--- src/include/gpt_pkg.sv ---
package gpt_pkg;
  // ==========================================================
  // Register byte offsets; half B sits one word above half A
  localparam int          AW        = 7;
  localparam logic [6:0]  CFG_OFF   = 7'h00;
  localparam logic [6:0]  CTL_OFF   = 7'h04;
  localparam logic [6:0]  IMR_OFF   = 7'h08;
  localparam logic [6:0]  RIS_OFF   = 7'h0c;
  localparam logic [6:0]  MIS_OFF   = 7'h10;
  localparam logic [6:0]  ICR_OFF   = 7'h14;
  localparam logic [6:0]  LOAD_OFF  = 7'h18;
  localparam logic [6:0]  MATCH_OFF = 7'h20;
  localparam logic [6:0]  PRE_OFF   = 7'h28;
  localparam logic [6:0]  PMAT_OFF  = 7'h30;
  localparam logic [6:0]  VAL_OFF   = 7'h38;
  localparam logic [6:0]  SYNC_OFF  = 7'h40;
  localparam logic [6:0]  CAP_OFF   = 7'h44;
  localparam int          HALF_STEP = 4;
  localparam logic [31:0] REG_RST   = 32'h0;
  localparam int          NHALF     = 2;
  // ==========================================================
  // Configuration fields
  localparam int CFG_WID_LSB  = 0;
  localparam int CFG_WID_W    = 2;
  localparam int CFG_MODE_LSB = 4;
  localparam int CFG_MODE_W   = 3;
  localparam int CFG_UP_BIT   = 7;
  localparam int CFG_HALF_SH  = 4;
  // ==========================================================
  // Control fields, repeated per half
  localparam int CTL_EN       = 0;
  localparam int CTL_STALL    = 1;
  localparam int CTL_EDGE_LSB = 2;
  localparam int CTL_EDGE_W   = 2;
  localparam int CTL_TRG      = 4;
  localparam int CTL_INV      = 5;
  localparam int CTL_WOT      = 6;
  localparam int CTL_HALF_SH  = 8;
  localparam logic [1:0] EDGE_POS = 2'h0;
  localparam logic [1:0] EDGE_NEG = 2'h1;
  // ==========================================================
  // Interrupt bits, repeated per half
  localparam int IRQ_TMO     = 0;
  localparam int IRQ_CMT     = 1;
  localparam int IRQ_CEV     = 2;
  localparam int IRQ_MAT     = 3;
  localparam int IRQ_HALF_SH = 4;
  localparam int IRQ_W       = 8;
  // ==========================================================
  // Real time clock source and tick period
  localparam int RTC_HZ     = 32768;
  localparam int RTC_TICK_S = 1;
  typedef enum logic [1:0] {GPT_FULL, GPT_RTC, GPT_SPLIT} gpt_width_t;
  typedef enum logic [2:0] {GPT_ONESHOT, GPT_PERIODIC, GPT_CAPCNT, GPT_CAPTIM,
                            GPT_PWM} gpt_mode_t;
endpackage

--- src/verilog/gpt_core.sv ---
`timescale 1ns/100ps
// ==========================================================
// Counter core: up or down, one-shot or periodic
module gpt_core #(
  parameter int W = 32
) (
  input  wire logic         ref_clk_i,
  input  wire logic         reset_i,
  input  wire logic         start_i,     // Load start value and run
  input  wire logic         stop_i,      // Level: halt counting
  input  wire logic         step_i,      // Advance by one
  input  wire logic         up_i,        // Count direction
  input  wire logic         periodic_i,  // Reload at end
  input  wire logic [W-1:0] load_i,      // Load value
  output logic      [W-1:0] cnt_o,       // Current count
  output logic              run_o,       // Counting
  output logic              tmo_o        // Pulse at end of count
);
  logic [W-1:0] start_v;  // Start value for direction
  logic         at_end;   // Terminal count reached
  logic         fin;      // Step taken at terminal count this cycle

  assign start_v = up_i ? '0 : load_i;
  assign at_end  = up_i ? (cnt_o == load_i) : (cnt_o == '0);
  assign fin     = run_o && step_i && at_end && !stop_i && !start_i;

  // Count and run state
  always_ff @(posedge ref_clk_i) begin
    if (reset_i) begin
      cnt_o <= '0;
      run_o <= 1'b0;
    end else if (stop_i) begin
      run_o <= 1'b0;
    end else if (start_i) begin
      cnt_o <= start_v;
      run_o <= 1'b1;
    end else if (fin) begin
      if (periodic_i) begin
        cnt_o <= start_v;
      end
      run_o <= periodic_i;
    end else if (run_o && step_i) begin
      cnt_o <= up_i ? cnt_o + 1'b1 : cnt_o - 1'b1;
    end
  end

  // Timeout pulse, one cycle after the final step
  always_ff @(posedge ref_clk_i) begin
    if (reset_i) begin
      tmo_o <= 1'b0;
    end else begin
      tmo_o <= fin;
    end
  end

  oneshot_stop_a: assert property (@(posedge ref_clk_i) disable iff (reset_i)
    (fin && !periodic_i) |=> (tmo_o && !run_o && $stable(cnt_o)))
    else $error("one-shot counter did not stop at its end");

  periodic_rld_a: assert property (@(posedge ref_clk_i) disable iff (reset_i)
    (fin && periodic_i) |=> (tmo_o && run_o && cnt_o == $past(start_v)))
    else $error("periodic counter did not reload");
endmodule

--- src/verilog/gpt_timer.sv ---
// Our own choices: the placing of the registers and the Avalon-MM register port.
`timescale 1ns/100ps
// Operation
// - two halves, independent or joined
// - halves 16 or 32 bits wide
// - joined timer uses first half controls
// - one-shot stops at zero or load
// - periodic reloads at end and continues
// - seconds clock only when joined
// - capture and PWM only when split
// - capture measures time or counts edges
// - edge select: rising, falling or both
// - PWM turns capture pin into output
// - inversion, trigger outputs, stall choice
// - interrupts on capture and event count
// - interrupts on timeout and match
// - synchronize command restarts chosen counters
// - load, prescale, match values read back
// - per-source enable, clear, raw or masked
// - configure write disables the module
// - stall option stops counting in debug
// - inversion makes PWM active low
// - wait-on-trigger holds start until trigger
module gpt_timer #(
  parameter int HW      = 16,                                        // Half width
  parameter int PW      = 8,                                         // Prescaler width
  parameter int RTC_DIV = gpt_pkg::RTC_HZ * gpt_pkg::RTC_TICK_S      // Source edges per tick
) (
  input  wire logic                  ref_clk_i,
  input  wire logic                  reset_i,
  input  wire logic [gpt_pkg::AW-1:0] avs_address_i,
  input  wire logic                  avs_read_i,
  input  wire logic                  avs_write_i,
  input  wire logic [31:0]           avs_writedata_i,
  input  wire logic [3:0]            avs_byteenable_i,
  output logic      [31:0]           avs_readdata_o,
  output logic                       avs_waitrequest_o,
  input  wire logic [1:0]            ccp_i,        // Capture pins, per half
  output logic      [1:0]            ccp_o,        // PWM drive
  output logic      [1:0]            ccp_oe_n_o,   // Low while driving
  input  wire logic                  rtc_clk_i,    // Slow source, sampled
  input  wire logic                  debug_halt_i, // Processor halted
  input  wire logic                  trig_in_i,    // Previous timer timeout
  input  wire logic [1:0]            sync_i,       // Synchronize command in
  output logic      [1:0]            trig_o,       // Trigger outputs
  output logic                       irq_o
);
  // joined width is twice the half
  localparam int FW = 2 * HW;                 // Joined width
  localparam int RW = $clog2(RTC_DIV);        // Divider width

  // ==========================================================
  // Declarations
  logic [31:0]              cfg_q;            // Mode configuration
  logic [31:0]              ctl_q;            // Control bits
  logic [gpt_pkg::IRQ_W-1:0] imr_q;           // Interrupt enables
  logic [gpt_pkg::IRQ_W-1:0] ris_q;           // Raw status
  logic [gpt_pkg::IRQ_W-1:0] ev;              // Events this cycle
  logic [gpt_pkg::IRQ_W-1:0] clr;             // Clear mask from software
  logic [HW-1:0]            load_q  [2];
  logic [HW-1:0]            match_q [2];
  logic [HW-1:0]            cap_q   [2];      // Captured time stamps
  logic [PW-1:0]            pre_q   [2];
  logic [PW-1:0]            pmat_q  [2];
  logic [PW-1:0]            pcnt_q  [2];      // Prescaler count
  logic [FW-1:0]            cnt     [2];
  logic [FW-1:0]            lval    [2];
  logic [FW-1:0]            mval    [2];
  logic [1:0]               run, tmo, en, en_q, arm_q, start, step, stepd_q;
  logic [1:0]               halt, edge_ev, prev_q, trg_src, pwm_act, inv, syncw;
  logic [1:0]               up, per, timer, pwm;
  gpt_pkg::gpt_mode_t       md      [2];
  gpt_pkg::gpt_width_t      wid;
  logic                     split, rtc, wr_en, rtc_prev_q, sec_q, irq_src;
  logic [RW-1:0]            rdiv_q;           // Seconds divider
  logic [31:0]              rd;               // Read mux

  // ==========================================================
  // Helpers
  // Byte-lane merge for partial writes
  function automatic logic [31:0] mrg(input logic [31:0] o, input logic [31:0] n,
                                      input logic [3:0] be);
    logic [31:0] r;
    r = o;
    for (int i = 0; i < 4; i++) begin
      if (be[i]) begin
        r[8*i +: 8] = n[8*i +: 8];
      end
    end
    return r;
  endfunction

  // Write hit on a per-half register
  function automatic logic hit(input logic [6:0] base, input int h);
    return wr_en && (avs_address_i == 7'(base + h * gpt_pkg::HALF_STEP));
  endfunction

  // Edge select decode
  // edge choice
  function automatic logic edge_hit(input logic cur, input logic prv,
                                    input logic [1:0] sel);
    if (sel == gpt_pkg::EDGE_POS) begin
      return cur && !prv;
    end else if (sel == gpt_pkg::EDGE_NEG) begin
      return !cur && prv;
    end
    return cur != prv;
  endfunction

  // ==========================================================
  // Mode decode
  assign wid   = gpt_pkg::gpt_width_t'(cfg_q[gpt_pkg::CFG_WID_LSB +: gpt_pkg::CFG_WID_W]);
  assign split = (wid == gpt_pkg::GPT_SPLIT);
  assign rtc   = (wid == gpt_pkg::GPT_RTC);
  assign wr_en = avs_write_i && !avs_waitrequest_o;
  assign trg_src[0] = trig_in_i;
  assign trg_src[1] = tmo[0];
  assign lval[0] = split ? FW'(load_q[0]) : {load_q[1], load_q[0]};
  assign mval[0] = split ? FW'(match_q[0]) : {match_q[1], match_q[0]};
  assign lval[1] = FW'(load_q[1]);
  assign mval[1] = FW'(match_q[1]);

  // Per-half mode, enable and step
  always_comb begin
    for (int h = 0; h < gpt_pkg::NHALF; h++) begin
      md[h] = gpt_pkg::gpt_mode_t'(cfg_q[gpt_pkg::CFG_MODE_LSB + h * gpt_pkg::CFG_HALF_SH
                                         +: gpt_pkg::CFG_MODE_W]);
      if (rtc) begin
        md[h] = gpt_pkg::GPT_PERIODIC;
      end else if (!split && md[h] != gpt_pkg::GPT_PERIODIC) begin
        md[h] = gpt_pkg::GPT_ONESHOT;
      end
      timer[h] = (md[h] == gpt_pkg::GPT_ONESHOT) || (md[h] == gpt_pkg::GPT_PERIODIC);
      pwm[h]   = (md[h] == gpt_pkg::GPT_PWM);
      per[h]   = (md[h] != gpt_pkg::GPT_ONESHOT);
      up[h]    = rtc || (!pwm[h] && cfg_q[gpt_pkg::CFG_UP_BIT + h * gpt_pkg::CFG_HALF_SH]);
      // joined timer uses first half controls
      en[h]    = ctl_q[gpt_pkg::CTL_EN + h * gpt_pkg::CTL_HALF_SH] && (h == 0 || split);
      inv[h]   = ctl_q[gpt_pkg::CTL_INV + h * gpt_pkg::CTL_HALF_SH];
      halt[h]  = debug_halt_i && ctl_q[gpt_pkg::CTL_STALL + h * gpt_pkg::CTL_HALF_SH];
      edge_ev[h] = edge_hit(ccp_i[h], prev_q[h],
                            ctl_q[gpt_pkg::CTL_EDGE_LSB + h * gpt_pkg::CTL_HALF_SH
                                  +: gpt_pkg::CTL_EDGE_W]);
      if (rtc) begin
        step[h] = sec_q;
      end else if (!split) begin
        step[h] = 1'b1;
      end else if (md[h] == gpt_pkg::GPT_CAPCNT) begin
        step[h] = edge_ev[h];
      end else begin
        step[h] = (pcnt_q[h] == pre_q[h]);
      end
      step[h]  = step[h] && !halt[h];
      syncw[h] = (wr_en && avs_address_i == gpt_pkg::SYNC_OFF && avs_writedata_i[h]) || sync_i[h];
      start[h] = en[h] && (syncw[h] || (arm_q[h] && trg_src[h]) ||
                 (!en_q[h] && !ctl_q[gpt_pkg::CTL_WOT + h * gpt_pkg::CTL_HALF_SH]));
      pwm_act[h] = cnt[h] > mval[h];
    end
  end

  // ==========================================================
  // Counter cores
  for (genvar g = 0; g < gpt_pkg::NHALF; g++) begin : g_core
    gpt_core #(.W(FW)) u_core (
      .ref_clk_i  (ref_clk_i),
      .reset_i    (reset_i),
      .start_i    (start[g]),
      .stop_i     (!en[g]),
      .step_i     (step[g]),
      .up_i       (up[g]),
      .periodic_i (per[g]),
      .load_i     (lval[g]),
      .cnt_o      (cnt[g]),
      .run_o      (run[g]),
      .tmo_o      (tmo[g])
    );
  end

  // ==========================================================
  // Events and status
  always_comb begin
    ev  = '0;
    clr = (wr_en && avs_address_i == gpt_pkg::ICR_OFF) ?
          avs_writedata_i[gpt_pkg::IRQ_W-1:0] : '0;
    for (int h = 0; h < gpt_pkg::NHALF; h++) begin
      ev[h * gpt_pkg::IRQ_HALF_SH + gpt_pkg::IRQ_TMO] = tmo[h] && timer[h];
      ev[h * gpt_pkg::IRQ_HALF_SH + gpt_pkg::IRQ_MAT] = run[h] && timer[h] &&
        (cnt[h] == mval[h]) && (split ? (pcnt_q[h] == pmat_q[h]) : stepd_q[h]);
      ev[h * gpt_pkg::IRQ_HALF_SH + gpt_pkg::IRQ_CMT] = tmo[h] && md[h] == gpt_pkg::GPT_CAPCNT;
      ev[h * gpt_pkg::IRQ_HALF_SH + gpt_pkg::IRQ_CEV] = edge_ev[h] && run[h] &&
        (md[h] == gpt_pkg::GPT_CAPCNT || md[h] == gpt_pkg::GPT_CAPTIM);
    end
  end
  assign irq_src = |(ris_q & imr_q);

  // Raw status: a new event wins over a clear in the same cycle
  always_ff @(posedge ref_clk_i) begin
    if (reset_i) begin
      ris_q <= '0;
      irq_o <= 1'b0;
    end else begin
      ris_q <= (ris_q & ~clr) | ev;
      // only enabled sources drive the line
      irq_o <= irq_src;
    end
  end

  // ==========================================================
  // Configuration and control registers
  always_ff @(posedge ref_clk_i) begin
    if (reset_i) begin
      cfg_q <= gpt_pkg::REG_RST;
      ctl_q <= gpt_pkg::REG_RST;
      imr_q <= '0;
    end else if (wr_en) begin
      if (avs_address_i == gpt_pkg::CFG_OFF) begin
        cfg_q <= mrg(cfg_q, avs_writedata_i, avs_byteenable_i);
        ctl_q[gpt_pkg::CTL_EN] <= 1'b0;
        ctl_q[gpt_pkg::CTL_EN + gpt_pkg::CTL_HALF_SH] <= 1'b0;
      end
      if (avs_address_i == gpt_pkg::CTL_OFF) begin
        ctl_q <= mrg(ctl_q, avs_writedata_i, avs_byteenable_i);
      end
      if (avs_address_i == gpt_pkg::IMR_OFF) begin
        imr_q <= avs_writedata_i[gpt_pkg::IRQ_W-1:0];
      end
    end
  end

  // Value registers, per half
  always_ff @(posedge ref_clk_i) begin
    for (int h = 0; h < gpt_pkg::NHALF; h++) begin
      if (reset_i) begin
        load_q[h]  <= '0;
        match_q[h] <= '0;
        pre_q[h]   <= '0;
        pmat_q[h]  <= '0;
      end else begin
        if (hit(gpt_pkg::LOAD_OFF, h)) begin
          load_q[h] <= HW'(mrg(32'(load_q[h]), avs_writedata_i, avs_byteenable_i));
        end
        if (hit(gpt_pkg::MATCH_OFF, h)) begin
          match_q[h] <= HW'(mrg(32'(match_q[h]), avs_writedata_i, avs_byteenable_i));
        end
        if (hit(gpt_pkg::PRE_OFF, h)) begin
          pre_q[h] <= PW'(mrg(32'(pre_q[h]), avs_writedata_i, avs_byteenable_i));
        end
        if (hit(gpt_pkg::PMAT_OFF, h)) begin
          pmat_q[h] <= PW'(mrg(32'(pmat_q[h]), avs_writedata_i, avs_byteenable_i));
        end
      end
    end
  end

  // ==========================================================
  // Per-half sequencing: prescaler, trigger arm, capture, pins
  always_ff @(posedge ref_clk_i) begin
    for (int h = 0; h < gpt_pkg::NHALF; h++) begin
      if (reset_i) begin
        pcnt_q[h]     <= '0;
        en_q[h]       <= 1'b0;
        arm_q[h]      <= 1'b0;
        stepd_q[h]    <= 1'b0;
        prev_q[h]     <= 1'b0;
        cap_q[h]      <= '0;
        ccp_o[h]      <= 1'b0;
        ccp_oe_n_o[h] <= 1'b1;
        trig_o[h]     <= 1'b0;
      end else begin
        en_q[h]    <= en[h];
        stepd_q[h] <= step[h] && run[h];
        prev_q[h]  <= ccp_i[h];
        if (start[h] || !split) begin
          pcnt_q[h] <= '0;
        end else if (run[h] && !halt[h]) begin
          pcnt_q[h] <= (pcnt_q[h] == pre_q[h]) ? '0 : pcnt_q[h] + 1'b1;
        end
        if (!en[h] || start[h]) begin
          arm_q[h] <= 1'b0;
        end else if (!en_q[h] && ctl_q[gpt_pkg::CTL_WOT + h * gpt_pkg::CTL_HALF_SH]) begin
          arm_q[h] <= 1'b1;
        end
        if (edge_ev[h] && run[h] && md[h] == gpt_pkg::GPT_CAPTIM) begin
          cap_q[h] <= cnt[h][HW-1:0];
        end
        // pin drives in PWM, level inverted when inv set
        ccp_o[h]      <= pwm[h] && (pwm_act[h] ^ inv[h]);
        ccp_oe_n_o[h] <= !pwm[h];
        trig_o[h]     <= tmo[h] && ctl_q[gpt_pkg::CTL_TRG + h * gpt_pkg::CTL_HALF_SH];
      end
    end
  end

  // ==========================================================
  // Seconds divider, counts rising edges of the slow source
  always_ff @(posedge ref_clk_i) begin
    if (reset_i) begin
      rtc_prev_q <= 1'b0;
      rdiv_q     <= '0;
      sec_q      <= 1'b0;
    end else begin
      rtc_prev_q <= rtc_clk_i;
      sec_q      <= 1'b0;
      // divide to one tick per second
      if (!(rtc && en[0])) begin
        rdiv_q <= '0;
      end else if (rtc_clk_i && !rtc_prev_q) begin
        if (rdiv_q == RW'(RTC_DIV - 1)) begin
          rdiv_q <= '0;
          sec_q  <= 1'b1;
        end else begin
          rdiv_q <= rdiv_q + 1'b1;
        end
      end
    end
  end

  // ==========================================================
  // Avalon slave: one wait state, unmapped reads return zero
  always_comb begin
    unique case (avs_address_i)
      gpt_pkg::CFG_OFF:   rd = cfg_q;
      gpt_pkg::CTL_OFF:   rd = ctl_q;
      gpt_pkg::IMR_OFF:   rd = 32'(imr_q);
      gpt_pkg::RIS_OFF:   rd = 32'(ris_q);
      gpt_pkg::MIS_OFF:   rd = 32'(ris_q & imr_q);
      gpt_pkg::LOAD_OFF:  rd = 32'(load_q[0]);
      gpt_pkg::MATCH_OFF: rd = 32'(match_q[0]);
      gpt_pkg::PRE_OFF:   rd = 32'(pre_q[0]);
      gpt_pkg::PMAT_OFF:  rd = 32'(pmat_q[0]);
      gpt_pkg::CAP_OFF:   rd = 32'(cap_q[0]);
      gpt_pkg::VAL_OFF:   rd = 32'(cnt[0]);
      7'(gpt_pkg::VAL_OFF + gpt_pkg::HALF_STEP):   rd = split ? 32'(cnt[1]) : 32'(cnt[0] >> HW);
      7'(gpt_pkg::LOAD_OFF + gpt_pkg::HALF_STEP):  rd = 32'(load_q[1]);
      7'(gpt_pkg::MATCH_OFF + gpt_pkg::HALF_STEP): rd = 32'(match_q[1]);
      7'(gpt_pkg::PRE_OFF + gpt_pkg::HALF_STEP):   rd = 32'(pre_q[1]);
      7'(gpt_pkg::PMAT_OFF + gpt_pkg::HALF_STEP):  rd = 32'(pmat_q[1]);
      7'(gpt_pkg::CAP_OFF + gpt_pkg::HALF_STEP):   rd = 32'(cap_q[1]);
      default:            rd = '0;
    endcase
  end

  // Waitrequest drops one cycle after the request, then rises again
  always_ff @(posedge ref_clk_i) begin
    if (reset_i) begin
      avs_waitrequest_o <= 1'b1;
      avs_readdata_o    <= '0;
    end else if (!avs_waitrequest_o) begin
      avs_waitrequest_o <= 1'b1;
    end else if (avs_read_i || avs_write_i) begin
      avs_waitrequest_o <= 1'b0;
      avs_readdata_o    <= rd;
    end
  end

  // ==========================================================
  // Checks
  cfg_dis_a: assert property (@(posedge ref_clk_i) disable iff (reset_i)
    (wr_en && avs_address_i == gpt_pkg::CFG_OFF) |=> (en == 2'h0))
    else $error("module still enabled after configure");

  stall_hold_a: assert property (@(posedge ref_clk_i) disable iff (reset_i)
    (halt[0] && en[0] && !start[0]) |=> $stable(cnt[0]))
    else $error("counter moved while stalled");

  pwm_drive_a: assert property (@(posedge ref_clk_i) disable iff (reset_i)
    pwm[0] |=> !ccp_oe_n_o[0])
    else $error("pin not driven in PWM mode");

  pwm_level_a: assert property (@(posedge ref_clk_i) disable iff (reset_i)
    pwm[0] |=> (ccp_o[0] == ($past(pwm_act[0]) ^ $past(inv[0]))))
    else $error("PWM level wrong for inversion");

  ris_hold_a: assert property (@(posedge ref_clk_i) disable iff (reset_i)
    (ris_q[gpt_pkg::IRQ_TMO] && !clr[gpt_pkg::IRQ_TMO]) |=> ris_q[gpt_pkg::IRQ_TMO])
    else $error("raw status lost without clear");

  irq_gate_a: assert property (@(posedge ref_clk_i) disable iff (reset_i)
    1'b1 |=> (irq_o == $past(irq_src)))
    else $error("interrupt line does not follow masked status");
endmodule

--- config.mk ---
export PLATFORM = sky130hd
export DESIGN_NAME = gpt_timer
export DESIGN_NICKNAME = d
export VERILOG_FILES = /design/src/include/gpt_pkg.sv /design/src/verilog/gpt_core.sv /design/src/verilog/gpt_timer.sv
export SDC_FILE = /design/constraint.sdc
export NUM_CORES = 1
export LEC_CHECK = 0
export BUFFER_PORTS_ARGS = -buffer_cell sky130_fd_sc_hd__buf_2
export CAP_MARGIN = 20
export CELL_PAD_IN_SITES_DETAIL_PLACEMENT = 0
export CELL_PAD_IN_SITES_GLOBAL_PLACEMENT = 1
export CORE_ASPECT_RATIO = 1.4
export CORE_MARGIN = 2
export CORE_UTILIZATION = 45
export DETAILED_ROUTE_END_ITERATION = 6
export PLACE_DENSITY_LB_ADDON = 0.25
export REMOVE_ABC_BUFFERS = 1
export SLEW_MARGIN = 10
export SYNTH_ARGS = -nofsm -noshare
export SYNTH_HDL_FRONTEND = slang
export SYNTH_SLANG_ARGS = --single-unit
--- constraint.sdc ---
create_clock -name ref_clk_i -period 6.3 [get_ports ref_clk_i]
set_input_delay 0.315 -clock ref_clk_i [delete_from_list [all_inputs] [get_ports ref_clk_i]]
set_output_delay 0.315 -clock ref_clk_i [all_outputs]
set_load 0.02 [all_outputs]
* Yosys cells after proc, flatten, opt, wreduce, memory -nomap -nowiden *
Memories as Yosys holds them, arrays and structs flattened.
Cells that the tools add are included.

cells by class
  mux-type cells = 150
  bitwise operators = 26
  magnitude comparators = 2
  reductions and logical operators = 138
  add/sub/neg operators = 7
  eq/ne operators = 47

operators with widths
  cell                                                 count
  case mux 32 bit (17 select lines)                    1
  2-to-1 mux 32 bit                                    14
  2-to-1 mux 8 bit                                     48
  2-to-1 mux 16 bit                                    7
  2-to-1 mux 1 bit                                     74
  logical AND 1 bit                                    66
  adder 32 x 1 -> 32 bit (second input constant)       2
  == test 32 x 16 -> 1 bit                             2
  == test 32 bit                                       2
  zero test 32 bit                                     2
  subtractor 32 x 1 -> 32 bit (second input constant)  2
  == test 7 x 6 -> 1 bit (second input constant)       8
  AND reduction 3 bit                                  12
  == test 8 bit                                        4
  greater-than comparator 32 x 16 -> 1 bit             1
  greater-than comparator 32 bit                       1
  == test 7 x 5 -> 1 bit (second input constant)       4
  AND 8 bit                                            3
  == test 7 bit (second input constant)                3
  zero test 1 bit                                      19
  logical OR 1 bit                                     17
  adder 8 x 1 -> 8 bit (second input constant)         2
  adder 15 x 1 -> 15 bit (second input constant)       1
  == test 15 bit (second input constant)               1
  other kinds (27)                                     74

storage, ports and cells
  memories kept = 6
  logic and storage cells = 408
  bits in registers = 213
  memory bits (writable) = 144

memories
  name     words  bits a word  rd ports  clocked after Yosys merged registers in  write ports  line             text
  cap_q    2      16           2         0                                        2            gpt_timer.sv:62  logic [HW-1:0] cap_q [2];
  load_q   2      16           2         0                                        2            gpt_timer.sv:60  logic [HW-1:0] load_q [2];
  match_q  2      16           2         0                                        2            gpt_timer.sv:61  logic [HW-1:0] match_q [2];
  pcnt_q   2      8            2         0                                        2            gpt_timer.sv:65  logic [PW-1:0] pcnt_q [2];
  pmat_q   2      8            2         0                                        2            gpt_timer.sv:64  logic [PW-1:0] pmat_q [2];
  pre_q    2      8            2         0                                        2            gpt_timer.sv:63  logic [PW-1:0] pre_q [2];

* Depth between registers and ports, before layout *
Gate-level depths: netlist of the first run.

  word-level depth = 16
  depth in mapped cells = 16
  depth with buffers taken out = 14

* Modules after synthesis *
From an unflattened synthesis of the first run, not the netlist that was laid out.

unflattened totals
  cell total of the unflattened synthesis = 2578
  area total of the unflattened synthesis = 23134.7 µm²

modules (own cells, without submodules)
  module     cells an instance  seq. area each (µm²)  times used  area each (µm²)
  gpt_timer  1656               7226.9                1           15805.2
  gpt_core   461                680.7                 2           3664.8

* Least setup slack after synthesis of the first run *
Ideal clock, no wire load.

  path kind = register to register
  start point = register cfg_q[1]
  end point = register g_core[0].u_core.cnt_o[31]
  setup time = 91 ps
  period minus slack after synthesis = 4681 ps
  data arrival time = 4590 ps
  path buffers = 2
  cell stages (with the launch flop) = 15
  slack = 1619 ps
  cells stage by stage = dfxtp_1 nand2b_1 o22ai_1 clkbuf_1 clkbuf_1 ha_1 and3_1 a221oi_2 nor2_1 a211oi_2 and2_4 o21ai_2 or4b_1 o41a_1 a311oi_1

between the ends
  longest elaborated chain between the ends = 16

RTL lines
  what                                                                              line                            text
  start: declaration                                                                gpt_timer.sv:54                 logic [31:0] cfg_q;
  start signal: assignment                                                          gpt_timer.sv:212                cfg_q <= gpt_pkg::REG_RST;
  start signal: assignment                                                          gpt_timer.sv:217                cfg_q <= mrg(cfg_q, avs_writedata_i, avs_byteenable_i);
  == test 2 bit                                                                     gpt_timer.sv:113                assign split = (wid == gpt_pkg::GPT_SPLIT);
  zero test 1 bit                                                                   gpt_timer.sv:130                end else if (!split && md[h] != gpt_pkg::GPT_PERIODIC) begin
  logical AND 1 bit                                                                 gpt_timer.sv:130
  2-to-1 mux 3 bit                                                                  gpt_timer.sv:130
  2-to-1 mux 3 bit                                                                  gpt_timer.sv:128                if (rtc) begin
  == test 3 x 2 -> 1 bit                                                            gpt_timer.sv:148                end else if (md[h] == gpt_pkg::GPT_CAPCNT) begin
  2-to-1 mux 1 bit                                                                  gpt_timer.sv:148
  2-to-1 mux 1 bit                                                                  gpt_timer.sv:146                end else if (!split) begin
  2-to-1 mux 1 bit                                                                  gpt_timer.sv:144                if (rtc) begin
  logical AND 1 bit                                                                 gpt_timer.sv:153                step[h] = step[h] && !halt[h];
  logical AND 1 bit                                                                 gpt_core.sv:25, gpt_core.sv:42
  logical AND 1 bit (3 in a row)                                                    gpt_core.sv:25                  assign fin = run_o && step_i && at_end && !stop_i && !start_i;
  inequality test 3 x 1 -> 1 bit (no source line) (tied with other cells)           n/a
  AND reduction 3 bit (no source line) / 2-to-1 mux 32 bit (equally long branches)  n/a
  end signal: assignment                                                            gpt_core.sv:35                  cnt_o <= start_v;
  end signal: assignment                                                            gpt_core.sv:39                  cnt_o <= start_v;
  end signal: assignment                                                            gpt_core.sv:43                  cnt_o <= up_i ? cnt_o + 1'b1 : cnt_o - 1'b1;
  end: declaration                                                                  gpt_core.sv:15                  output logic [W-1:0] cnt_o,

Several ways; a longest one is shown, not always the timed one. The select of a mux whose other input is x is not followed.
A chain may end at the register's enable or synchronous reset.

* Worst setup path in the final report of the first run *
  start point = register cfg_q[9]
  end point = register g_core[1].u_core.cnt_o[31]

between the ends
  longest elaborated chain between the ends = 15

RTL lines
  what                                                                              line
  inequality test 3 x 1 -> 1 bit                                                    gpt_timer.sv:130
  logical AND 1 bit                                                                 gpt_timer.sv:130
  2-to-1 mux 3 bit (*)                                                              gpt_timer.sv:130
  2-to-1 mux 3 bit (*)                                                              gpt_timer.sv:128
  == test 3 x 2 -> 1 bit                                                            gpt_timer.sv:148
  2-to-1 mux 1 bit                                                                  gpt_timer.sv:148
  2-to-1 mux 1 bit                                                                  gpt_timer.sv:146
  2-to-1 mux 1 bit                                                                  gpt_timer.sv:144
  logical AND 1 bit                                                                 gpt_timer.sv:153
  logical AND 1 bit                                                                 gpt_core.sv:25, gpt_core.sv:42
  logical AND 1 bit (3 in a row)                                                    gpt_core.sv:25
  inequality test 3 x 1 -> 1 bit (no source line) (tied with other cells)           n/a
  AND reduction 3 bit (no source line) / 2-to-1 mux 32 bit (equally long branches)  n/a
  end signal: assignment                                                            gpt_core.sv:35
  end signal: assignment                                                            gpt_core.sv:39
  end signal: assignment                                                            gpt_core.sv:43
  end: declaration                                                                  gpt_core.sv:15

Mark *: on every way between the ends. The rest lies on a longest branch, timed or not. The select of a mux whose other input is x is not followed.

==> results of run 1 <==
flip-flops by register name (all words and copies together), names as in the netlist, 32 cells and up:
register,count
g_core.u_core.cnt_o,64
avs_readdata_o,32
cap_q,32
cfg_q,32
ctl_q,32
load_q,32
match_q,32
where the power goes:
part / internal [uW] / leakage (uW) / switching, uW / total [uW]
sequential: 2440 / 0.00321 / 50.1 / 2490
clock: 1460 / 0.000685 / 1060 / 2520
combinational: 83.8 / 0.00569 / 188 / 272
per-stage QoR:
stage          utilization (%)  hold slack, ns  area [sq um]  cells
2_1_floorplan                -           0.382         20900   2284
3_3_place_gp              47.7           0.441         22400   3039
3_5_place_dp              47.7           0.447         22500   3040
4_1_cts                   51.0         0.00199         24000   3128
5_1_grt                   51.1          0.0161         24100   3139
6_report                  51.1          0.0101         24100   3139
repair_timing:
| item | 4_1_cts | 5_1_grt |
|---|---|---|
| gates resized for setup | 0 | 0 |
| endpoints found under the hold margin | 22 | 0 |
| hold buffers | 14 | 0 |
critical path, delay by kind of cell (launching register included):
kind / cells / cell delay (ns)
buffers and inverters: 1 / 0.68
flip-flops: 1 / 0.44
adder cells (fa/ha/maj): 1 / 0.55
AO/OA/AOI/OAI: 10 / 2.90
AND/OR/NAND/NOR: 2 / 0.48
cell usage in the layout, fill, tap and decap left out, types with 11 or more instances in the layout:
| cell | instances |
|---|---|
| a211oi_1 | 32 |
| a21o_1 | 42 |
| a21oi_1 | 138 |
| a221o_1 | 16 |
| a221oi_1 | 44 |
| a22o_1 | 34 |
| a22oi_1 | 62 |
| a311oi_1 | 19 |
| a31oi_1 | 37 |
| and2_1 | 95 |
| and3_1 | 61 |
| buf_2 | 101 |
| buf_4 | 38 |
| clkbuf_16 | 43 |
| dfxtp_1 | 213 |
| dlygate4sd3_1 | 14 |
| edfxtp_1 | 144 |
| ha_1 | 115 |
| inv_1 | 76 |
| mux2i_1 | 47 |
| nand2_1 | 240 |
| nand3_1 | 64 |
| nand3b_1 | 12 |
| nand4_1 | 41 |
| nor2_1 | 240 |
| nor2b_1 | 18 |
| nor3_1 | 52 |
| nor4_1 | 27 |
| o211ai_1 | 11 |
| o21a_1 | 14 |
| o21ai_0 | 104 |
| xnor2_1 | 68 |
| xor2_1 | 76 |
final timing paths:
kind / startpoint / to / slack [ns] / cells after the start
hold / removal: avs_writedata_i[23] / ctl_q[23] / 0.01 / 3
hold reg to reg: cfg_q[12] / cfg_q[12] / 0.46 / 2
setup / recovery: cfg_q[9] / g_core[1].u_core.cnt_o[31] / 1.16 / 14
setup reg to reg: cfg_q[9] / g_core[1].u_core.cnt_o[31] / 1.16 / 14
area by class of cell:
| class | count | share of cell area (%) |
|---|---|---|
| inverter | 78 | 1.22 |
| sequential | 357 | 35.7 |
| clock buffer | 51 | 4.72 |
| multi-input combinational | 1849 | 50.0 |
| tap | 624 | 3.25 |
| clock inverter | 23 | 1.11 |
| timing repair buffer | 157 | 4.00 |
logic make-up after synthesis:
logic type,after synthesis,share of synthesized area (%)
AO/OA/AOI/OAI,641,20.6
AND/OR/NAND/NOR,899,20.4
adder cells (fa/ha/maj),117,6.91
multiplexers,48,2.25
buffers and inverters,215,3.91
XOR/XNOR,144,5.89
flip-flops,357,40.1
routing by layer:
metal	GRT usage, %	part of all wire [%]
met5	0	0
met4	24.0	8.6
met3	4.61	7.1
met2	54.2	47
met1	36.0	37
==> impl_metrics.tcl, run 1 <==
set metrics [dict create \
    nets 2654 \
    die_h_um 262 \
    path_clk_slew_ns 0.06 \
    grt_pass1_vias 18900 \
    crit_slowest_cell "a21oi_1" \
    violations "design-rule violations" \
    place_ws_ns 1.25 \
    yosys.cell_count.top_type "nor2_1" \
    status "finished with violations" \
    synth_edf_count 144 \
    postSynthCellCount 2421 \
    antenna_found_initial 1 \
    viasPerCell 6.24 \
    worst_pin_slew_ns 1.02 \
    maxCapViolCount 0 \
    grt_max_degree 84 \
    finalHoldViolations 0 \
    numCtsBuffers 40 \
    avgRoutedWirePerCell_um 25.2 \
    ys_ff_latch 357 \
    yosys.area.top_type "edfxtp_1" \
    yosysWarningCount 0 \
    path_cells "nand4bb_1 > a21oi_1 > a21oi_1 > inv_1 > ha_1 > o21a_1 > o211ai_1 > a21oi_1 > a31oi_1 > o311ai_0 > nand3_1 > a211oi_1 > o21ai_0 > a22oi_1" \
    netlist-cell-type-count 83 \
    track_usage_pct 31.7 \
    path_max_fanout 22 \
    drt-total-wl_um 79100 \
    drv_slew 0 \
    p_leak_uw 0.00958 \
    n_antenna_cell 0 \
    gp_congestion 1.00 \
    worstPathRequired_ns 6.81 \
    fillCellCount 4490 \
    worstSetupPathType "flop to flop" \
    grt_pass1_wl_um 118000 \
    syn-cell-area_sq_mm 0.0214 \
    worstPathArrival_ns 5.65 \
    row_count 94 \
    multi_input_area_sq_mm 0.0120 \
    max-slew-margin-rel_pct 31.4 \
    rsz0062_at_grt "false" \
    post-route-period-util_pct 81.5 \
    fmaxAchievable_ghz 0.195 \
    cts.path.max_buffers 3 \
    ys.flop_type "dfxtp_1" \
    clk_latency_ns 0.59 \
    cts_tree "done" \
    drtIter0Drc 1631 \
    netlist_top_cells_area "edfxtp_1 20%, dfxtp_1 20%, ha_1 6.7%, nor2_1 4.2%, nand2_1 4.2%" \
    cts_root_buf "clkbuf_16" \
    synth_top_area_share_pct 20.2 \
    post-dp-hpwl_um 57800 \
    port_buffers 93 \
    critPathLaunchType "flop" \
    seqCellArea_sq_mm 0.00859 \
    ir_worst_vdd_v 0.000191 \
    hold_class "primary input to flop" \
    antenna_left 0 \
    critPathMaxStageDelay_ns 0.78 \
    ys_async_sr_fraction_pct 0 \
    core_sq_mm 0.0470 \
    area.growth.synth_to_final_pct 12.4 \
    cts_max_level 2 \
    firstDrtPassIters 7 \
    cts_sinks 357 \
    skew_ns 0.0273 \
    power.total_uw 5280 \
    crit_path_end_kind "flop" \
    dr_total_vias 19600 \
    drt_drc_violations_left 2 \
    die_area_sq_mm 0.0494 \
    critPathMostFrequentCell "a21oi_1" \
    avgSynthCellArea_sq_um 8.84 \
    die_w_um 188 \
    post-cts-setup-buffers 0 \
    ios 94 \
    synth_common_cells "242 x nor2_1, 240 x nand2_1, 213 x dfxtp_1" \
    power_per_cell_area_mw_per_mm2 219 \
    min_period_ns 5.14 \
    seq_area_frac_synth_pct 40.1 \
    overflow 0 \
    initial_core_util_pct 45.5 \
    fin_ws_ns 1.16 \
    setup_viol 0 \
    setup_tns_ns 0 \
    layout-drive-gt1-share_pct 9.46 \
]
No activity file was read; power rests on OpenSTA's default activity.
==> inputs of run 2 (changes only) <==
--- a/config.mk
+++ b/config.mk
@@ -11,7 +11,7 @@
 export CELL_PAD_IN_SITES_GLOBAL_PLACEMENT = 1
 export CORE_ASPECT_RATIO = 1.4
 export CORE_MARGIN = 2
-export CORE_UTILIZATION = 45
+export CORE_UTILIZATION = 44
 export DETAILED_ROUTE_END_ITERATION = 6
 export PLACE_DENSITY_LB_ADDON = 0.25
 export REMOVE_ABC_BUFFERS = 1
==> constraint.sdc (replaced) <==
create_clock -name ref_clk_i -period 4.4 [get_ports ref_clk_i]
set_input_delay 0.22 -clock ref_clk_i [delete_from_list [all_inputs] [get_ports ref_clk_i]]
set_output_delay 0.22 -clock ref_clk_i [all_outputs]
set_load 0.02 [all_outputs]
==> run 2 against run 1 <==
Against the previous run:
- the flow still finishes with violations (design-rule violations)
- sequential share of layout area fell by 0.074 points
- via count rose by 0.84%
- flip-flop and latch count did not move
- critical path depth fell by 1
- clock power rose by 29%
- clock skew fell by 0.017 ns
- global-route usage fell by 0.89 points
- non-clock buffer count rose by 19
- critical endpoint is now g_core[0].u_core.cnt_o[31]
- largest cell class unchanged
==> impl_metrics.tcl, run 2 (synthesis results as in run 1) <==
set metrics [dict create \
    cts_max_level 2 \
    fin_ws_ns 0.374 \
    initial_core_util_pct 44.6 \
    drv_slew 0 \
    cts_sinks 357 \
    design_area_sq_mm 0.0241 \
    r2r_end "g_core[0].u_core.cnt_o[31]" \
    drt_drc_violations_left 14 \
    drtIter0Drc 1807 \
    postPlaceCellArea_sq_mm 0.0226 \
    rsz0062_at_grt "false" \
    grt_pass1_wl_um 117000 \
    grt_max_degree 69 \
    place_ws_ns 0.450 \
    finalHoldViolations 0 \
    violations "design-rule violations" \
    port_buffers 93 \
    crit_path_end_kind "flop" \
    finalNonFillerCells 3161 \
    fillCellCount 4542 \
    cts-resized-gates 0 \
    setup_viol 0 \
    area.growth.synth_to_final_pct 12.6 \
    antenna_found_initial 0 \
    antenna_left 0 \
    viasPerCell 6.25 \
    worstSetupEndpoint "g_core[0].u_core.cnt_o[31]" \
    die_h_um 265 \
    track_usage_pct 30.8 \
    fin_hold_ws_ns 0.0262 \
    die_w_um 190 \
    worstSetupPathType "flop to flop" \
    ios 94 \
    p_leak_uw 0.00963 \
    top_register "g_core.u_core.cnt_o" \
    gp_congestion 0.989 \
    post-route-period-util_pct 91.5 \
    r2r_cells 13 \
    layout-drive-gt1-share_pct 9.60 \
    dp.cells 3060 \
    overflow 0 \
    rrSetupSlack_ns 0.37 \
    post-dp-hpwl_um 58000 \
    most-common-layout-cells "240 x nor2_1, 240 x nand2_1, 213 x dfxtp_1" \
    nets 2672 \
    worstPathArrival_ns 4.48 \
    cts.path.max_buffers 3 \
    dr_total_vias 19800 \
    avgRoutedWirePerCell_um 25.0 \
    min_period_ns 4.03 \
    status "finished with violations" \
    cts_tree "done" \
    path_max_fanout 23 \
    numCtsBuffers 39 \
    drt-total-wl_um 79100 \
    skew_ns 0.0103 \
    critPathLaunchType "flop" \
    path_clk_slew_ns 0.06 \
    power_per_cell_area_mw_per_mm2 299 \
    clk_latency_ns 0.55 \
    startpoint "cfg_q[1]" \
    rr_startpoint "cfg_q[1]" \
    worst_pin_slew_ns 1.21 \
    firstDrtPassIters 7 \
    grt_pass1_vias 18900 \
    fmaxAchievable_ghz 0.248 \
    post-cts-setup-buffers 0 \
    hold_buffers 21 \
    die_area_sq_mm 0.0505 \
    cts_root_buf "clkbuf_16" \
    row_count 95 \
    largest_reg_flops 64 \
    n_antenna_cell 0 \
    maxCapViolCount 0 \
    worstPathRequired_ns 4.85 \
    core_sq_mm 0.0480 \
    ir_worst_vdd_v 0.000268 \
    max-slew-margin-rel_pct 19.3 \
    hold_class "primary input to flop" \
]
## run 2: cell count changes in the layout (fill, tap and decap cells not counted), sizes merged
cell	delta
clkinvlp	-2
clkinv	-3
dlygate4sd3	+7
buf	+11
clkbuf	+9
inv	-3
bufinv	-3
## run 2: report_power, final
part	internal (uW)	switching, uW	leakage, uW	total (uW)
Clock	1880	1380	0.000620	3260
Combinational	123	271	0.00580	394
Sequential	3490	72.9	0.00321	3570
Total	5490	1720	0.00963	7220
## run 2: layout make-up
cell class	count	area, sq um	share of cell area [%]
clock inverter	12	83.8	0.348
sequential	357	8590	35.6
timing repair buffer	176	1170	4.84
clock buffer	59	1160	4.81
multi-input combinational	1849	12000	49.9
tap	630	788	3.27
inverter	78	293	1.21
## run 2: worst min-delay path by stage
stage | from | to | slack, ns | cells past startpoint
2_1_floorplan | reset_i | prev_q[0] | 0.29 | 1
3_3_place_gp | avs_readdata_o[3] | avs_readdata_o[3] | 0.44 | 2
3_5_place_dp | avs_readdata_o[7] | avs_readdata_o[7] | 0.45 | 2
4_1_cts | avs_writedata_i[12] | cfg_q[12] | 0.008 | 3
5_1_grt | avs_writedata_i[12] | ctl_q[12] | 0.01 | 3
6_report | avs_writedata_i[15] | cfg_q[15] | 0.03 | 3
## run 2: stage by stage
step                total power, uW  setup TNS (ns)  util [%]
floorplan                      3770          -78.14         -
global placement               3990               0      47.0
detailed placement             4000               0      47.1
CTS                            7230               0      50.1
global route                   7400               0      50.2
finish                         7220               0      50.2
## run 2: critical path, stage by stage, from the launching register on
cell,delay [ns]
dfxtp_1,0.52
nor2b_1,0.15
o22ai_4,0.44
buf_12,0.23
ha_1,0.30
a21oi_1,0.20
o21ai_0,0.17
a41oi_1,0.25
o41a_1,0.25
and2_4,0.20
o21ai_2,0.08
or4b_1,0.54
o41a_1,0.33
a311oi_1,0.25
## run 2: per-layer routing
metal,up-vias,global-route usage [%],routed length (um)
li1,9085,-,-
met1,9424,35.8,29800
met2,938,52.5,37600
met3,319,4.01,5080
met4,0,21.2,6580
met5,-,0,0
==> inputs of run 3 (changes only) <==
--- a/config.mk
+++ b/config.mk
@@ -5,13 +5,14 @@
 export SDC_FILE = /design/constraint.sdc
 export NUM_CORES = 1
 export LEC_CHECK = 0
+export ABC_AREA = 1
 export BUFFER_PORTS_ARGS = -buffer_cell sky130_fd_sc_hd__buf_2
 export CAP_MARGIN = 20
 export CELL_PAD_IN_SITES_DETAIL_PLACEMENT = 0
 export CELL_PAD_IN_SITES_GLOBAL_PLACEMENT = 1
 export CORE_ASPECT_RATIO = 1.4
 export CORE_MARGIN = 2
-export CORE_UTILIZATION = 44
+export CORE_UTILIZATION = 42
 export DETAILED_ROUTE_END_ITERATION = 6
 export PLACE_DENSITY_LB_ADDON = 0.25
 export REMOVE_ABC_BUFFERS = 1
==> run 3 against run 2 <==
Against the previous run:
- the flow now finishes without violations
- maximum frequency rose by 0.29%
- register-to-register slack barely moved
- synthesized area rose by 3.6%
- clock power rose by 6.1%
- critical path depth rose by 3
- flip-flop and latch count did not move
- critical path type unchanged
- critical endpoint is now g_core[0].u_core.cnt_o[15]
- sequential power fell by 1%
- cell area rose by 4.4%
- sequential share of layout area fell by 1.5 points
- die area rose by 8.4%
- routed wire length rose by 20%
- first-iteration DRC count rose by 17%
==> impl_metrics.tcl, run 3 <==
set metrics [dict create \
    power_per_cell_area_mw_per_mm2 294 \
    port_buffers 93 \
    ios 94 \
    ys.flop_type "dfxtp_1" \
    worstPathRequired_ns 4.85 \
    postPlaceCellArea_sq_mm 0.0235 \
    overflow 0 \
    crit_slowest_cell "buf_4" \
    grt_max_degree 84 \
    cts_tree "done" \
    synth_edf_count 144 \
    critPathBufInv 3 \
    numCtsBuffers 41 \
    setup_viol 0 \
    synth_top_area_share_pct 19.5 \
    netlist_top_cells_area "edfxtp_1 19%, dfxtp_1 19%, nand2_1 11%, a21oi_1 7.3%, nor2_1 7.3%" \
    track_usage_pct 34.7 \
    seq_area_frac_synth_pct 38.7 \
    clock_power_share_pct 46.8 \
    n_antenna_cell 0 \
    critPathLaunchType "flop" \
    grt_pass1_wl_um 139000 \
    path_cells "inv_2 > nand2_2 > buf_4 > nand2_1 > nand2_1 > nand2_1 > nor2_1 > nand2_1 > nor2_1 > nand3_1 > a21oi_2 > nand2_2 > nand2_2 > inv_4 > a21oi_1 > a21oi_1" \
    drv_slew 0 \
    synth_top_family_by_area "simple AND/OR/NAND/NOR gates" \
    fmaxAchievable_ghz 0.249 \
    row_count 99 \
    core_sq_mm 0.0521 \
    avgRoutedWirePerCell_um 24.2 \
    drt-total-wl_um 95200 \
    yosys.cell_count.top_type "nand2_1" \
    p_leak_uw 0.0109 \
    viasPerCell 5.76 \
    post-route-period-util_pct 91.2 \
    rsz0062_at_grt "false" \
    drtIter0Drc 2106 \
    postSynthCellCount 3075 \
    post-route-util_pct 48.2 \
    worst_pin_slew_ns 1.03 \
    dr_total_vias 22600 \
    critPathMaxStageDelay_ns 0.78 \
    die_h_um 276 \
    cts_root_buf "clkbuf_16" \
    synthAdderAreaFrac_pct 6.67 \
    avgSynthCellArea_sq_um 7.21 \
    sw_frac_of_total_pct 24.6 \
    gp_congestion 1.06 \
    post-cts-setup-buffers 0 \
    area.growth.synth_to_final_pct 13.4 \
    drt_drc_violations_left 0 \
    p_seq_share_pct 47.7 \
    worstPathArrival_ns 4.46 \
    maxCapViolCount 0 \
    firstDrtPassIters 6 \
    synth-simple-area-share_pct 25.6 \
    setup_tns_ns 0 \
    mostFrequentLayoutCell "nand2_1" \
    combPwrFrac_pct 5.5 \
    power.internal_uw 5570 \
    die_w_um 198 \
    largest_reg_flops 64 \
    synth_common_cells "636 x nand2_1, 429 x nor2_1, 329 x inv_1" \
    die_area_sq_mm 0.0547 \
    crit_family "simple AND/OR/NAND/NOR gates" \
    min_period_ns 4.01 \
    crit_path_end_kind "flop" \
    synth-xor-area-share_pct 3.32 \
    yosys.area.top_type "edfxtp_1" \
    clk_latency_ns 0.58 \
    muxShareOfSynthArea_pct 0 \
    status "completed" \
    design_area_sq_mm 0.0252 \
    layout-drive-gt1-share_pct 7.63 \
    cts_max_level 2 \
    fin_hold_ws_ns 0.0128 \
    antenna_left 0 \
    max-slew-margin-rel_pct 31.3 \
    grt_pass1_vias 21600 \
    ys_async_sr_fraction_pct 0 \
    cts.path.max_buffers 3 \
    top_register "g_core.u_core.cnt_o" \
    switchingPower_uw 1820 \
    worstSetupPathType "flop to flop" \
    cts_sinks 357 \
    path_max_fanout 83 \
    post-dp-hpwl_um 73800 \
    nets 3365 \
    path_clk_slew_ns 0.06 \
    power.total_uw 7400 \
    initial_core_util_pct 42.5 \
    critPathMostFrequentCell "nand2_1" \
    ir_worst_vdd_v 0.000316 \
    skew_ns 0.0203 \
    syn-cell-area_sq_mm 0.0222 \
    ys_ff_latch 357 \
    most-common-layout-cells "636 x nand2_1, 429 x nor2_1, 328 x inv_1" \
    finalHoldViolations 0 \
    hold_class "primary input to flop" \
    synth_compound_area_share_pct 17.8 \
    netlist-cell-type-count 56 \
    antenna_found_initial 0 \
    yosysWarningCount 0 \
]
==> run 3: changes by cell type after synthesis, sizes merged, moves of 40 or more <==
cell / previous run / this run
a21oi: 138 / 328
a22oi: 62 / 2
and2: 96 / 2
and3: 61 / 1
clkbuf: 105 / 65
inv: 77 / 334
mux2i: 47 / 0
nand2: 240 / 645
nand3: 64 / 159
nor2: 243 / 435
o21ai: 111 / 231
==> run 3: routing by layer <==
| metal | up-vias | GRT usage (%) | share of wire (%) |
|---|---|---|---|
| li1 | 10600 | - | - |
| met1 | 10800 | 40.8 | 38 |
| met2 | 961 | 58.9 | 48 |
| met3 | 252 | 4.80 | 6.4 |
| met4 | 0 | 23.2 | 7.8 |
| met5 | - | 0 | 0 |
==> run 3: path summary, 6_finish.rpt <==
check             cells past startpoint                 from  slack (ns)                    endpoint
setup / recovery                     16             cfg_q[0]        0.39  g_core[0].u_core.cnt_o[15]
hold / removal                        3  avs_writedata_i[12]        0.01                   ctl_q[12]
setup reg to reg                     16             cfg_q[0]        0.39  g_core[0].u_core.cnt_o[15]
hold reg to reg                       2            ctl_q[21]        0.45                   ctl_q[21]
==> run 3: worst register-to-register path, stage by stage (launching register included) <==
cell and delay [ns]:
dfxtp_1 0.37, inv_2 0.06, nand2_2 0.25, buf_4 0.78
nand2_1 0.27, nand2_1 0.12, nand2_1 0.05, nor2_1 0.10
nand2_1 0.06, nor2_1 0.29, nand3_1 0.18, a21oi_2 0.22
nand2_2 0.18, nand2_2 0.35, inv_4 0.24, a21oi_1 0.29
a21oi_1 0.09
==> run 3: what timing repair did <==
| item | CTS | global route |
|---|---|---|
| hold buffers | 30 | 0 |
| hold endpoints to repair | 45 | 0 |
| endpoints found under the setup margin | 0 | 1 |
| gates resized for setup | 0 | 1 |
==> run 3: cells by family after synthesis <==
family,count (synthesis)
AND/OR/NAND/NOR,1365
AO/OA/AOI/OAI,705
buffers and inverters,447
flip-flops,357
adder cells (fa/ha/maj),117
XOR/XNOR,84
==> run 3: final cells by class <==
| cell class | instances | area [sq um] |
|---|---|---|
| Clock buffer | 61 | 1250 |
| Clock inverter | 13 | 83.8 |
| Sequential cell | 357 | 8590 |
| Tap cell | 707 | 885 |
| Multi-Input combinational cell | 2271 | 11800 |
| Inverter | 341 | 1280 |
| Fill cell | 5472 | 27000 |
| Timing Repair Buffer | 182 | 1230 |
==> run 3: power by group through the flow <==
stage	Sequential (uW)	Combinational [uW]	Clock (uW)
finish	3530	403	3460
global route	3530	433	3610
CTS	3530	388	3500
detailed placement	3600	367	0
global placement	3600	363	0
floorplan	3580	186	0
==> run 3: stage by stage <==
step / setup WS (ns) / instances
floorplan: -0.753 / 2969
global placement: 0.421 / 3822
detailed placement: 0.426 / 3822
CTS: 0.420 / 3926
global route: 0.0855 / 3932
finish: 0.385 / 3932
